$ cat src/core/slo_pkg.sv
// Constants shared by both ends of the low-side output serial link
// Operation
// - Eight-bit output register, bit n drives output n+1
// - Exactly eight bits per transfer, master clocks
// - Ignore clock and data while select high
// - Select rising after eight bits loads register
// - Master: select low, eight clocks, select high
// - Master keeps clock low while select high
// - Refresh at twice PWM rate, max 5 kHz
// - At top rate refresh every 100 us
// - Override high forces first output on
package slo_pkg;
    localparam int WORD_BITS = 8;
    localparam int COUNT_BITS = 4;
    localparam logic [COUNT_BITS-1:0] COUNT_ONE = 4'h1;
    localparam logic [COUNT_BITS-1:0] COUNT_WORD = 4'h8;
    localparam logic [COUNT_BITS-1:0] COUNT_MAX = 4'hF;
    localparam logic [WORD_BITS-1:0] OUTPUT_RESET = 8'h00;
    localparam int TALLY_BITS = 8;

    // Timing in ns, counts in clock cycles
    localparam int CLOCK_PERIOD_NS = 100;
    localparam int T1_LEAD_NS = 10;
    localparam int T3_HIGH_NS = 60;
    localparam int T4_LOW_NS = 60;
    localparam int T5_TAIL_NS = 80;
    localparam int T8_GAP_NS = 170;
    localparam int LEAD_CYCLES = (T1_LEAD_NS + CLOCK_PERIOD_NS - 1) / CLOCK_PERIOD_NS;
    localparam int HIGH_CYCLES = (T3_HIGH_NS + CLOCK_PERIOD_NS - 1) / CLOCK_PERIOD_NS;
    localparam int LOW_CYCLES = (T4_LOW_NS + CLOCK_PERIOD_NS - 1) / CLOCK_PERIOD_NS;
    localparam int TAIL_CYCLES = (T5_TAIL_NS + CLOCK_PERIOD_NS - 1) / CLOCK_PERIOD_NS;
    localparam int GAP_CYCLES = (T8_GAP_NS + CLOCK_PERIOD_NS - 1) / CLOCK_PERIOD_NS;
    localparam int DEVICE_SETTLE_CYCLES = 4;
    localparam int HALF_CYCLES = (HIGH_CYCLES > LOW_CYCLES) ? HIGH_CYCLES : LOW_CYCLES;
    localparam int PWM_MAX_HZ = 5000;
    localparam int REFRESH_PERIOD_US = 100;
    localparam int REFRESH_CYCLES = REFRESH_PERIOD_US * 1000 / CLOCK_PERIOD_NS;
    localparam int TIMER_BITS = 12;

    // Host register map, byte addresses
    localparam int ADDR_BITS = 4;
    localparam logic [ADDR_BITS-1:0] ADDR_DATA = 4'h0;
    localparam logic [ADDR_BITS-1:0] ADDR_CTRL = 4'h4;
    localparam logic [ADDR_BITS-1:0] ADDR_STATUS = 4'h8;
    localparam int CTRL_REFRESH_BIT = 0;
    localparam int STATUS_BUSY_BIT = 0;
    localparam int STATUS_PENDING_BIT = 1;
    localparam int STATUS_TALLY_LSB = 8;

    typedef enum logic [2:0] {
        ST_IDLE = 3'b000,
        ST_LEAD = 3'b001,
        ST_HIGH = 3'b010,
        ST_LOW = 3'b011,
        ST_TAIL = 3'b100,
        ST_GAP = 3'b101
    } slo_state_type;
endpackage : slo_pkg

$ cat src/core/slo_link_if.sv
// Serial link wires between controller and output device
`timescale 1ns/1ps
interface slo_link_if;
    logic sclk;
    logic chipSelectLow;
    logic mosi;
    modport device(
        input sclk,
        input chipSelectLow,
        input mosi
    );
    modport host(
        output sclk,
        output chipSelectLow,
        output mosi
    );
endinterface : slo_link_if

$ cat src/core/slo_host.sv
// Serial controller: Avalon-MM registers, link clock divider, word sender
//
// Added by the designer: register access over Avalon-MM and the address map.
`timescale 1ns/1ps
module slo_host #(
    parameter int HALF = slo_pkg::HALF_CYCLES,
    parameter int REFRESH = slo_pkg::REFRESH_CYCLES
) (
    slo_link_if.host link,
    input wire logic clock,
    input wire logic resetn,
    input wire logic [slo_pkg::ADDR_BITS-1:0] address,
    input wire logic read,
    input wire logic write,
    input wire logic [31:0] writedata,
    output logic [31:0] readdata,
    output logic waitrequest,
    output logic transferBusy
);
    import slo_pkg::*;

    slo_state_type state;
    logic [TIMER_BITS-1:0] timer;
    logic [TIMER_BITS-1:0] refreshTimer;
    logic [COUNT_BITS-1:0] bitsLeft;
    logic [WORD_BITS-1:0] dataWord;
    logic [WORD_BITS-1:0] shiftOut;
    logic [TALLY_BITS-1:0] sentTally;
    logic refreshEnable;
    logic pendingStart;
    logic refreshDue;
    logic takeWrite;
    logic [31:0] readMux;

    localparam logic [TIMER_BITS-1:0] T_ONE = 12'h001;
    localparam logic [TIMER_BITS-1:0] T_LEAD = TIMER_BITS'(LEAD_CYCLES - 1);
    localparam logic [TIMER_BITS-1:0] T_HALF = TIMER_BITS'(HALF - 1);
    localparam logic [TIMER_BITS-1:0] T_TAIL = TIMER_BITS'(TAIL_CYCLES - 1);
    localparam int GAP_ALL = (GAP_CYCLES > DEVICE_SETTLE_CYCLES) ? GAP_CYCLES
        : DEVICE_SETTLE_CYCLES;
    localparam logic [TIMER_BITS-1:0] T_GAP = TIMER_BITS'(GAP_ALL - 1);
    localparam logic [TIMER_BITS-1:0] T_REFRESH = TIMER_BITS'(REFRESH - 1);

    // Bus handshake, one wait cycle per access
    always_ff @(posedge clock) begin
        if (!resetn) begin
            waitrequest <= 1'b1;
            readdata <= '0;
        end else if ((read || write) && waitrequest) begin
            waitrequest <= 1'b0;
            readdata <= read ? readMux : 32'h00000000;
        end else begin
            waitrequest <= 1'b1;
        end
    end

    always_comb begin
        takeWrite = write && !waitrequest;
        readMux = 32'h00000000;
        case (address)
            ADDR_DATA: readMux[WORD_BITS-1:0] = dataWord;
            ADDR_CTRL: readMux[CTRL_REFRESH_BIT] = refreshEnable;
            ADDR_STATUS: begin
                readMux[STATUS_BUSY_BIT] = transferBusy;
                readMux[STATUS_PENDING_BIT] = pendingStart;
                readMux[STATUS_TALLY_LSB +: TALLY_BITS] = sentTally;
            end
            default: readMux = 32'h00000000;
        endcase
    end

    // Word and control registers
    always_ff @(posedge clock) begin
        if (!resetn) begin
            dataWord <= OUTPUT_RESET;
            refreshEnable <= 1'b0;
        end else if (takeWrite && address == ADDR_DATA) begin
            dataWord <= writedata[WORD_BITS-1:0];
        end else if (takeWrite && address == ADDR_CTRL) begin
            refreshEnable <= writedata[CTRL_REFRESH_BIT];
        end
    end

    // Refresh period timer
    always_ff @(posedge clock) begin
        if (!resetn || !refreshEnable || refreshTimer == '0) begin
            refreshTimer <= T_REFRESH;
        end else begin
            refreshTimer <= refreshTimer - T_ONE;
        end
    end

    assign refreshDue = refreshEnable && refreshTimer == '0;

    // Start request; a new request wins over the take
    always_ff @(posedge clock) begin
        if (!resetn) begin
            pendingStart <= 1'b0;
        end else if ((takeWrite && address == ADDR_DATA) || refreshDue) begin
            pendingStart <= 1'b1;
        end else if (state == ST_IDLE) begin
            pendingStart <= 1'b0;
        end
    end

    // Link sequencer
    always_ff @(posedge clock) begin
        if (!resetn) begin
            state <= ST_IDLE;
            timer <= '0;
            bitsLeft <= '0;
            shiftOut <= '0;
            sentTally <= '0;
            transferBusy <= 1'b0;
            link.sclk <= 1'b0;
            link.chipSelectLow <= 1'b1;
            link.mosi <= 1'b0;
        end else begin
            case (state)
                ST_IDLE: begin
                    link.sclk <= 1'b0;
                    if (pendingStart) begin
                        link.chipSelectLow <= 1'b0;
                        link.mosi <= dataWord[WORD_BITS-1];
                        shiftOut <= dataWord;
                        bitsLeft <= COUNT_WORD;
                        timer <= T_LEAD;
                        transferBusy <= 1'b1;
                        state <= ST_LEAD;
                    end
                end
                ST_LEAD, ST_LOW: begin
                    if (timer == '0) begin
                        link.sclk <= 1'b1;
                        timer <= T_HALF;
                        state <= ST_HIGH;
                    end else begin
                        timer <= timer - T_ONE;
                    end
                end
                ST_HIGH: begin
                    if (timer == '0) begin
                        link.sclk <= 1'b0;
                        bitsLeft <= bitsLeft - COUNT_ONE;
                        if (bitsLeft == COUNT_ONE) begin
                            timer <= T_TAIL;
                            state <= ST_TAIL;
                        end else begin
                            shiftOut <= {shiftOut[WORD_BITS-2:0], 1'b0};
                            link.mosi <= shiftOut[WORD_BITS-2];
                            timer <= T_HALF;
                            state <= ST_LOW;
                        end
                    end else begin
                        timer <= timer - T_ONE;
                    end
                end
                ST_TAIL: begin
                    if (timer == '0) begin
                        link.chipSelectLow <= 1'b1;
                        sentTally <= sentTally + 8'h01;
                        timer <= T_GAP;
                        state <= ST_GAP;
                    end else begin
                        timer <= timer - T_ONE;
                    end
                end
                ST_GAP: begin
                    if (timer == '0) begin
                        transferBusy <= 1'b0;
                        state <= ST_IDLE;
                    end else begin
                        timer <= timer - T_ONE;
                    end
                end
                default: begin
                    link.sclk <= 1'b0;
                    link.chipSelectLow <= 1'b1;
                    state <= ST_IDLE;
                end
            endcase
        end
    end
endmodule : slo_host

$ cat src/flat_wrapper.sv
// flat-port wrapper written by rule: the top's interface ports become plain ports
module slo_host_flat import slo_pkg::*;
#(
    parameter int HALF = slo_pkg::HALF_CYCLES,
    parameter int REFRESH = slo_pkg::REFRESH_CYCLES
)
  (clock, resetn, address, read, write, writedata, readdata, waitrequest, transferBusy, link_sclk, link_chipSelectLow, link_mosi);
  slo_link_if link_i ();
  input wire logic clock;
  input wire logic resetn;
  input wire logic [slo_pkg::ADDR_BITS-1:0] address;
  input wire logic read;
  input wire logic write;
  input wire logic [31:0] writedata;
  output logic [31:0] readdata;
  output logic waitrequest;
  output logic transferBusy;
  output wire logic [$bits(link_i.sclk)-1:0] link_sclk;
  output wire logic [$bits(link_i.chipSelectLow)-1:0] link_chipSelectLow;
  output wire logic [$bits(link_i.mosi)-1:0] link_mosi;
  assign link_sclk = link_i.sclk;
  assign link_chipSelectLow = link_i.chipSelectLow;
  assign link_mosi = link_i.mosi;
  slo_host #(.HALF(HALF), .REFRESH(REFRESH)) u_core (.link(link_i), .clock(clock), .resetn(resetn), .address(address), .read(read), .write(write), .writedata(writedata), .readdata(readdata), .waitrequest(waitrequest), .transferBusy(transferBusy));
endmodule
$ cat config.mk
export PLATFORM = sky130hd
export DESIGN_NAME = slo_host_flat
export DESIGN_NICKNAME = d
export VERILOG_FILES = /design/src/core/slo_pkg.sv /design/src/core/slo_link_if.sv /design/src/core/slo_host.sv /design/src/flat_wrapper.sv
export SDC_FILE = /design/constraint.sdc
export NUM_CORES = 1
export LEC_CHECK = 0
export BUFFER_PORTS_ARGS = -buffer_cell sky130_fd_sc_hd__buf_2
export CORE_AREA = 4 4 81 114
export CTS_BUF_LIST = sky130_fd_sc_hd__clkbuf_2 sky130_fd_sc_hd__clkbuf_4 sky130_fd_sc_hd__clkbuf_8
export CTS_CLUSTER_DIAMETER = 40
export CTS_CLUSTER_SIZE = 25
export DETAILED_ROUTE_END_ITERATION = 10
export DIE_AREA = 0 0 85 118
export GPL_TIMING_DRIVEN = 0
export HOLD_SLACK_MARGIN = 0.06
export PLACE_DENSITY_LB_ADDON = 0.1
export SETUP_SLACK_MARGIN = 0.4
export SLEW_MARGIN = 40
export SYNTH_ARGS = -nofsm -noshare
export SYNTH_HDL_FRONTEND = slang
export SYNTH_SLANG_ARGS = --single-unit
export TNS_END_PERCENT = 50
$ cat constraint.sdc
create_clock -name clock -period 2.4 [get_ports clock]
set_input_delay 0 -clock clock [delete_from_list [all_inputs] [get_ports clock]]
set_output_delay 0 -clock clock [all_outputs]
set_load 0.05 [all_outputs]
==> results of run 1 <==
-- how the worst max path moves through the flow --
stage                            startpoint                          endpoint  slack [ns]  depth (start not counted)
6_report       u_core.timer[5]$_SDFFE_PN0P_     u_core.timer[11]$_SDFFE_PN0P_        0.20                          7
3_5_place_dp   u_core.timer[0]$_SDFFE_PN0P_   u_core.shiftOut[4]$_SDFFE_PN0P_        0.02                          7
4_1_cts        u_core.timer[4]$_SDFFE_PN0P_  u_core.sentTally[6]$_SDFFE_PN0P_        0.23                          5
3_3_place_gp   u_core.timer[4]$_SDFFE_PN0P_     u_core.timer[11]$_SDFFE_PN0P_       -0.21                          5
5_1_grt        u_core.timer[5]$_SDFFE_PN0P_      u_core.timer[3]$_SDFFE_PN0P_        0.13                          8
2_1_floorplan  u_core.timer[7]$_SDFFE_PN0P_     u_core.timer[10]$_SDFFE_PN0P_        0.35                          5
-- synthesized netlist by cell type, drive strengths merged (4+ instances only) --
cell type,n
dfxtp,77
nor2,40
nand2,28
a21oi,22
clkbuf,21
buf,18
o21ai,18
or3,16
a22oi,14
or4,14
inv,13
mux2i,13
a211oi,11
nand3,9
o31ai,9
nor3,7
nor4,7
o2bb2ai,7
ha,6
nand4,6
o221ai,6
xor2,6
nor4b,4
or2,4
-- worst min-delay path: cells and delay by family --
kind                   cells  cell delay [ns]
AO/OA/AOI/OAI              1             0.12
buffers and inverters      2             0.18
AND/OR/NAND/NOR            1             0.12
-- sequential cells by signal, summed over array words and instances, names as in the netlist, 3 cells and up --
register             flops
u_core.state             3
u_core.timer            12
u_core.shiftOut          7
u_core.bitsLeft          4
u_core.refreshTimer     12
u_core.dataWord          8
u_core.sentTally         8
u_core.readdata         16
-- power by group through the flow --
stage                     sequential (W)  clock (W)  combinational (W)
final                            0.00137    0.00104            0.00104
after CTS                        0.00136    0.00107           0.000935
after global placement           0.00138          0           0.000700
after global routing             0.00138    0.00113            0.00111
after floorplan                  0.00138          0           0.000549
after detailed placement         0.00138          0           0.000712
-- metrics by stage --
stage               total power, W  TNS (ns)  area (um2)  setup WS (ns)
floorplan                  0.00193         0        3800          0.354
global placement           0.00208     -1.67        4110         -0.211
detailed placement         0.00210         0        4110         0.0225
CTS                        0.00337         0        4760          0.230
global route               0.00361         0        4900          0.133
finish                     0.00346         0        4900          0.200
-- per-layer routing --
layer	vias to the layer above	GRT usage, %	wire length [um]
met3	18	3.57	399
met2	83	36.1	5570
li1	1759	-	-
met5	-	0	0
met1	1671	22.9	4210
met4	0	9.80	210
-- logic make-up (layout without fill, tap and decap cells) --
| kind of cell | count (synthesis) | in the layout | synth area share [%] |
|---|---|---|---|
| XOR/XNOR | 9 | 9 | 2.12 |
| flip-flops | 77 | 77 | 41.5 |
| other | 1 | 16 | 0.101 |
| AND/OR/NAND/NOR | 155 | 155 | 23.2 |
| adder cells (fa/ha/maj) | 6 | 6 | 2.02 |
| multiplexers | 13 | 13 | 3.51 |
| buffers and inverters | 52 | 144 | 7.01 |
| AO/OA/AOI/OAI | 109 | 109 | 20.5 |
-- what timing repair did --
item                                    in CTS  in global routing
setup buffers                               19                  7
pin swaps                                   14                 11
endpoints found under the hold margin       10                  0
hold buffers                                12                  0
gates cloned                                 1                  1
resized for setup                           34                 25
endpoints found under the setup margin      42                 43
-- layout make-up --
class,count,area [um2]
plain buffers,39,254
clock buffers,13,173
clock inverters,3,42.5
fillers,723,3250
inverters,13,48.8
multi-input cells,308,2170
flip-flops and latches,77,1550
well taps,102,128
repair buffers,76,527
==> metrics.cfg, run 1 <==
[global_route]
grt_pass1_vias = 3374
grt_max_degree = 13
gr-total-overflow = 0
grt_pass1_wl_um = 16500
grt_use_total_pct = 20.3
grt_antenna_before_repair = 0

[sta]
tightest_slew_ns = 0.691
finalCritPeriodShare_pct = 91.7
finClkSkew_ns = 0.00985
timing.hold.ws_ns = 0.101
slew_headroom_pct = 54.0
slew_viol_final = 0
rsz0062_at_grt = yes
hold_viol = 0
fmax_mhz = 455
min_period_ns = 2.20
setup_viol = 0

[placed_design]
placedCellCount = 575
hpwlAfterDp_um = 6850
portBuffers = 36
gp_congestion = 0.846

[setup_path]
path_buf_inv = 3
reg2reg_slack_ns = 0.20
worstSetupPathType = flop to flop
crit_path_top_delay_cell = or4_4
rr_worst_depth = 7
cp_top_family = simple AND/OR/NAND/NOR gates
path_max_fanout = 5
critPathRequiredTime_ns = 2.65
slowest_delay_ns = 0.54
reg2reg_from = u_core.timer[5]$_SDFFE_PN0P_
cp_cell_sequence = or4_4, buf_6, buf_6, nor4_4, buf_6, nor4_2, a2111oi_0
end_kind = flop
crit_arrival_ns = 2.45
cp-start-kind = flop
reg2reg_to = u_core.timer[11]$_SDFFE_PN0P_
cpMostUsedCell = buf_6

[final_layout]
most-common-layout-cells = dfxtp_1, nor2_1, buf_2, buf_4, nand2_1
nets = 570
stdcell_count = 631
layout_commonest_cell = dfxtp_1
drive_gt1_share_pct = 28.5
area_growth_pct = 32.0
antenna_cells = 0
fin_util_pct = 60.1

[job]
maxCapViolCount = 0

[die]
die_y_um = 118
die_area_um2 = 10000
rows = 39
die_w_um = 85
initial_core_util_pct = 45.5
floorplan.core_area_um2 = 8150
io_pins = 77

[synthesis]
synthCells = 422
synth_edf_count = 0
yosysSeqAreaShare_pct = 41.5
ys_warn_count = 0
synth_ff_type = dfxtp_1
ys_async_sr_fraction_pct = 0
yosysUniqueCellTypes = 58
yosysTopAreaCell = dfxtp_1
synth_seq_cells = 77
syn_area_per_cell_um2 = 8.79
synth.area.top_cells = dfxtp_1, nor2_1, mux2i_1
syn-cell-area_um2 = 3710
yosysTopAreaCellShare_pct = 41.5

[clock_tree]
path_clk_slew_ns = 0.08
cts_inserted_buffers = 9
cts_buffer_depth = 2
cts_tree = built
clock_latency_ns = 0.36
cts_root_buf = clkbuf_8
clock_sinks = 77
htree_levels = 3

[detailed_routing]
drc = 0
routed_wl_um = 10400
vias = 3531
via_per_inst = 5.60
drt-wirelength-per-cell_um = 16.5
drt_iter0_markers = 168
postRouteAntennaNets = 0
drt-pass1-iter-count = 4

[pwr]
power_frac_clock_pct = 30.2
p_per_area_nw_per_um2 = 706
leakagePower_nw = 1.91
p_comb_share_pct = 30.1
peakVddDrop_mv = 0.415
p_seq_share_pct = 39.6
netSwitchingPower_w = 0.00113
intPower_w = 0.00233
swShare_pct = 32.7

[hold_path]
min_to = u_core.state[2]$_SDFFE_PN0P_
hold_path.class = input port to flop
min-delay-start = resetn
holdPathStages = 4

[run_status]
status = complete, no violations

Power figures use the tool's default switching activity.
==> inputs of run 2 (changes only) <==
--- a/config.mk
+++ b/config.mk
@@ -6,12 +6,14 @@
 export NUM_CORES = 1
 export LEC_CHECK = 0
 export BUFFER_PORTS_ARGS = -buffer_cell sky130_fd_sc_hd__buf_2
-export CORE_AREA = 4 4 81 114
+export CELL_PAD_IN_SITES_DETAIL_PLACEMENT = 1
+export CELL_PAD_IN_SITES_GLOBAL_PLACEMENT = 1
+export CORE_AREA = 4 4 85 119
 export CTS_BUF_LIST = sky130_fd_sc_hd__clkbuf_2 sky130_fd_sc_hd__clkbuf_4 sky130_fd_sc_hd__clkbuf_8
 export CTS_CLUSTER_DIAMETER = 40
 export CTS_CLUSTER_SIZE = 25
 export DETAILED_ROUTE_END_ITERATION = 10
-export DIE_AREA = 0 0 85 118
+export DIE_AREA = 0 0 89 123
 export GPL_TIMING_DRIVEN = 0
 export HOLD_SLACK_MARGIN = 0.06
 export PLACE_DENSITY_LB_ADDON = 0.1
==> run 2 against run 1 <==
  * Sequential power about the same
  * Cell area shrank 1.5%
  * Critical path depth stayed put
  * Core utilization shrank 6.3 points
  * Cell count shrank 0.16%
  * Count of clock-buffer cells in the layout decreased by 2
  * Critical endpoint is now u_core.timer[0]$_SDFFE_PN0P_
==> metrics.cfg, run 2 (synthesized netlist as in run 1, its figures left out) <==
[run_status]
status = complete, no violations

[detailed_routing]
vias = 3592  ; +1.7%
drc = 0  ; unchanged
postRouteAntennaNets = 0  ; unchanged
wl_met2_um = 6300  ; +13%
routed_wl_um = 11500  ; +11%
drt-pass1-iter-count = 4  ; unchanged
drt_iter0_markers = 188  ; +12%
drt-wirelength-per-cell_um = 18.3  ; +11%
via_per_inst = 5.70  ; +1.9%
top_layer_used = met4
wl_met3_um = 346  ; -13%
met1Wirelength_um = 4620  ; +9.6%

[clock_tree]
cts_inserted_buffers = 9  ; unchanged
htree_levels = 3  ; unchanged
clock_latency_ns = 0.35  ; about the same
clock_sinks = 77  ; unchanged
path_clk_slew_ns = 0.08  ; about the same
cts_tree = built
cts_root_buf = clkbuf_8
cts_buffer_depth = 2  ; unchanged

[final_layout]
largest-register = u_core.readdata
largest_register_ffs = 16  ; unchanged
nets = 565  ; -0.88%
fin_util_pct = 53.8  ; -6.3 points
area_growth_pct = 30.0
antenna_cells = 0  ; unchanged
stdcell_count = 630  ; -0.16%
layout_commonest_cell = dfxtp_1
most-common-layout-cells = dfxtp_1, nor2_1, buf_2, buf_4, nand2_1
drive_gt1_share_pct = 28.7  ; +0.14 points
reg.largest.list = u_core.readdata: 16 flops, u_core.refreshTimer: 12 flops, u_core.timer: 12 flops

[pwr]
power_frac_clock_pct = 25.9  ; -4.3 points
p_per_area_nw_per_um2 = 699  ; -0.98%
leakagePower_nw = 1.88  ; -1.5%
netSwitchingPower_w = 0.00116  ; +2.4%
peakVddDrop_mv = 0.428  ; +3.2%
p_seq_share_pct = 40.7  ; +1.1 points
p_comb_share_pct = 33.4  ; +3.3 points
intPower_w = 0.00221  ; -4.8%
swShare_pct = 34.4  ; +1.6 points

[global_route]
grt_pass1_vias = 3787  ; +12%
grt_pass1_wl_um = 18700  ; +13%
grt_max_degree = 13  ; unchanged
grt_antenna_before_repair = 0  ; unchanged
grt_use_total_pct = 21.8  ; +1.4 points
gr-total-overflow = 0  ; unchanged

[hold_path]
hold_path.class = input port to flop

[sta]
setup_viol = 0  ; unchanged
tightest_slew_ns = 0.692  ; +0.00133 ns
finalCritPeriodShare_pct = 92.2  ; +0.49 points
min_period_ns = 2.21  ; +0.0117 ns
slew_headroom_pct = 53.6  ; -0.40 points
rsz0062_at_grt = yes
slew_viol_final = 0  ; unchanged
finClkSkew_ns = 0.0116  ; +0.00175 ns
timing.hold.ws_ns = 0.114  ; +0.0131 ns
hold_viol = 0  ; unchanged
fmax_mhz = 452  ; -0.53%

[die]
io_pins = 77  ; unchanged
initial_core_util_pct = 41.3  ; -4.2 points
die_w_um = 89  ; +4.7%
floorplan.core_area_um2 = 8980  ; +10%
die_y_um = 123  ; +4.2%
die_area_um2 = 10900  ; +9.1%
rows = 41  ; +5.1%

[setup_path]
critPathRequiredTime_ns = 2.61  ; -0.04 ns
worstSetupPathType = flop to flop
crit_arrival_ns = 2.42  ; -0.03 ns
path_max_fanout = 6  ; +1
cp-start-kind = flop
end_kind = flop

[placed_design]
hpwlAfterDp_um = 7800  ; +14%
placedCellCount = 580  ; +0.87%
gp_congestion = 0.848  ; +0.20%
portBuffers = 36  ; unchanged

[job]
maxCapViolCount = 0  ; unchanged

-- run 2: cell count changes in the layout (fill, tap and decap cells not counted), moves of 2 or more --
cell and delta:
a21oi_2 +3, buf_6 +2, buf_4 -4, buf_2 -2
clkbuf_8 -2, a21oi_1 -3
-- run 2: timing repair --
item / 4_1_cts / 5_1_grt
hold endpoints to repair: 10 / 0
endpoints found under the setup margin: 43 / 41
gates resized for setup: 26 / 37
hold buffers: 11 / 0
pin swaps: 8 / 16
setup buffers: 12 / 12
-- run 2: through the flow --
step	TNS, ns	instance area, um2	setup slack [ns]	power (W)
global placement	-3.36	4110	-0.408	0.00210
finish	0	4830	0.188	0.00337
CTS	0	4630	0.206	0.00321
floorplan	0	3800	0.354	0.00193
global route	0	4830	0.124	0.00356
detailed placement	-1.19	4130	-0.142	0.00214
-- run 2: area by class of cell --
class / count / area (um2)
flip-flops and latches: 77 / 1550
well taps: 107 / 134
fillers: 1061 / 4150
multi-input cells: 308 / 2170
clock inverters: 4 / 25.0
repair buffers: 71 / 493
plain buffers: 39 / 256
clock buffers: 11 / 145
inverters: 13 / 48.8
-- run 2: power groups by stage --
stage,sequential (W),clock (W),combinational [W]
after detailed placement,0.00139,0,0.000753
after floorplan,0.00138,0,0.000549
after global routing,0.00138,0.000968,0.00121
after CTS,0.00137,0.000904,0.000940
after global placement,0.00138,0,0.000719
final,0.00137,0.000873,0.00113
-- run 2: worst max-delay path, cell delays in order (launching register included) --
cell and delay [ns]:
dfxtp_2 0.35, inv_2 0.09, ha_4 0.14, or4b_4 0.46, clkbuf_16 0.18, or4_4 0.55, a21oi_1 0.21, a311oi_1 0.08
-- run 2: path summary, 6_finish.rpt --
check | from | endpoint | slack [ns] | cells past startpoint
worst max-delay path | u_core.timer[1]$_SDFFE_PN0P_ | u_core.timer[0]$_SDFFE_PN0P_ | 0.19 | 7
worst min-delay path | resetn | u_core.state[2]$_SDFFE_PN0P_ | 0.11 | 4
worst max register to register | u_core.timer[1]$_SDFFE_PN0P_ | u_core.timer[0]$_SDFFE_PN0P_ | 0.19 | 7
worst min register to register | u_core.refreshTimer[0]$_SDFF_PP1_ | u_core.refreshTimer[0]$_SDFF_PP1_ | 0.44 | 1
-- run 2: metal layers --
layer  up-vias  track usage [%]
met3        20             4.07
met5         -                0
li1       1742                -
met2        65             39.5
met1      1765             24.9
met4         0             8.01
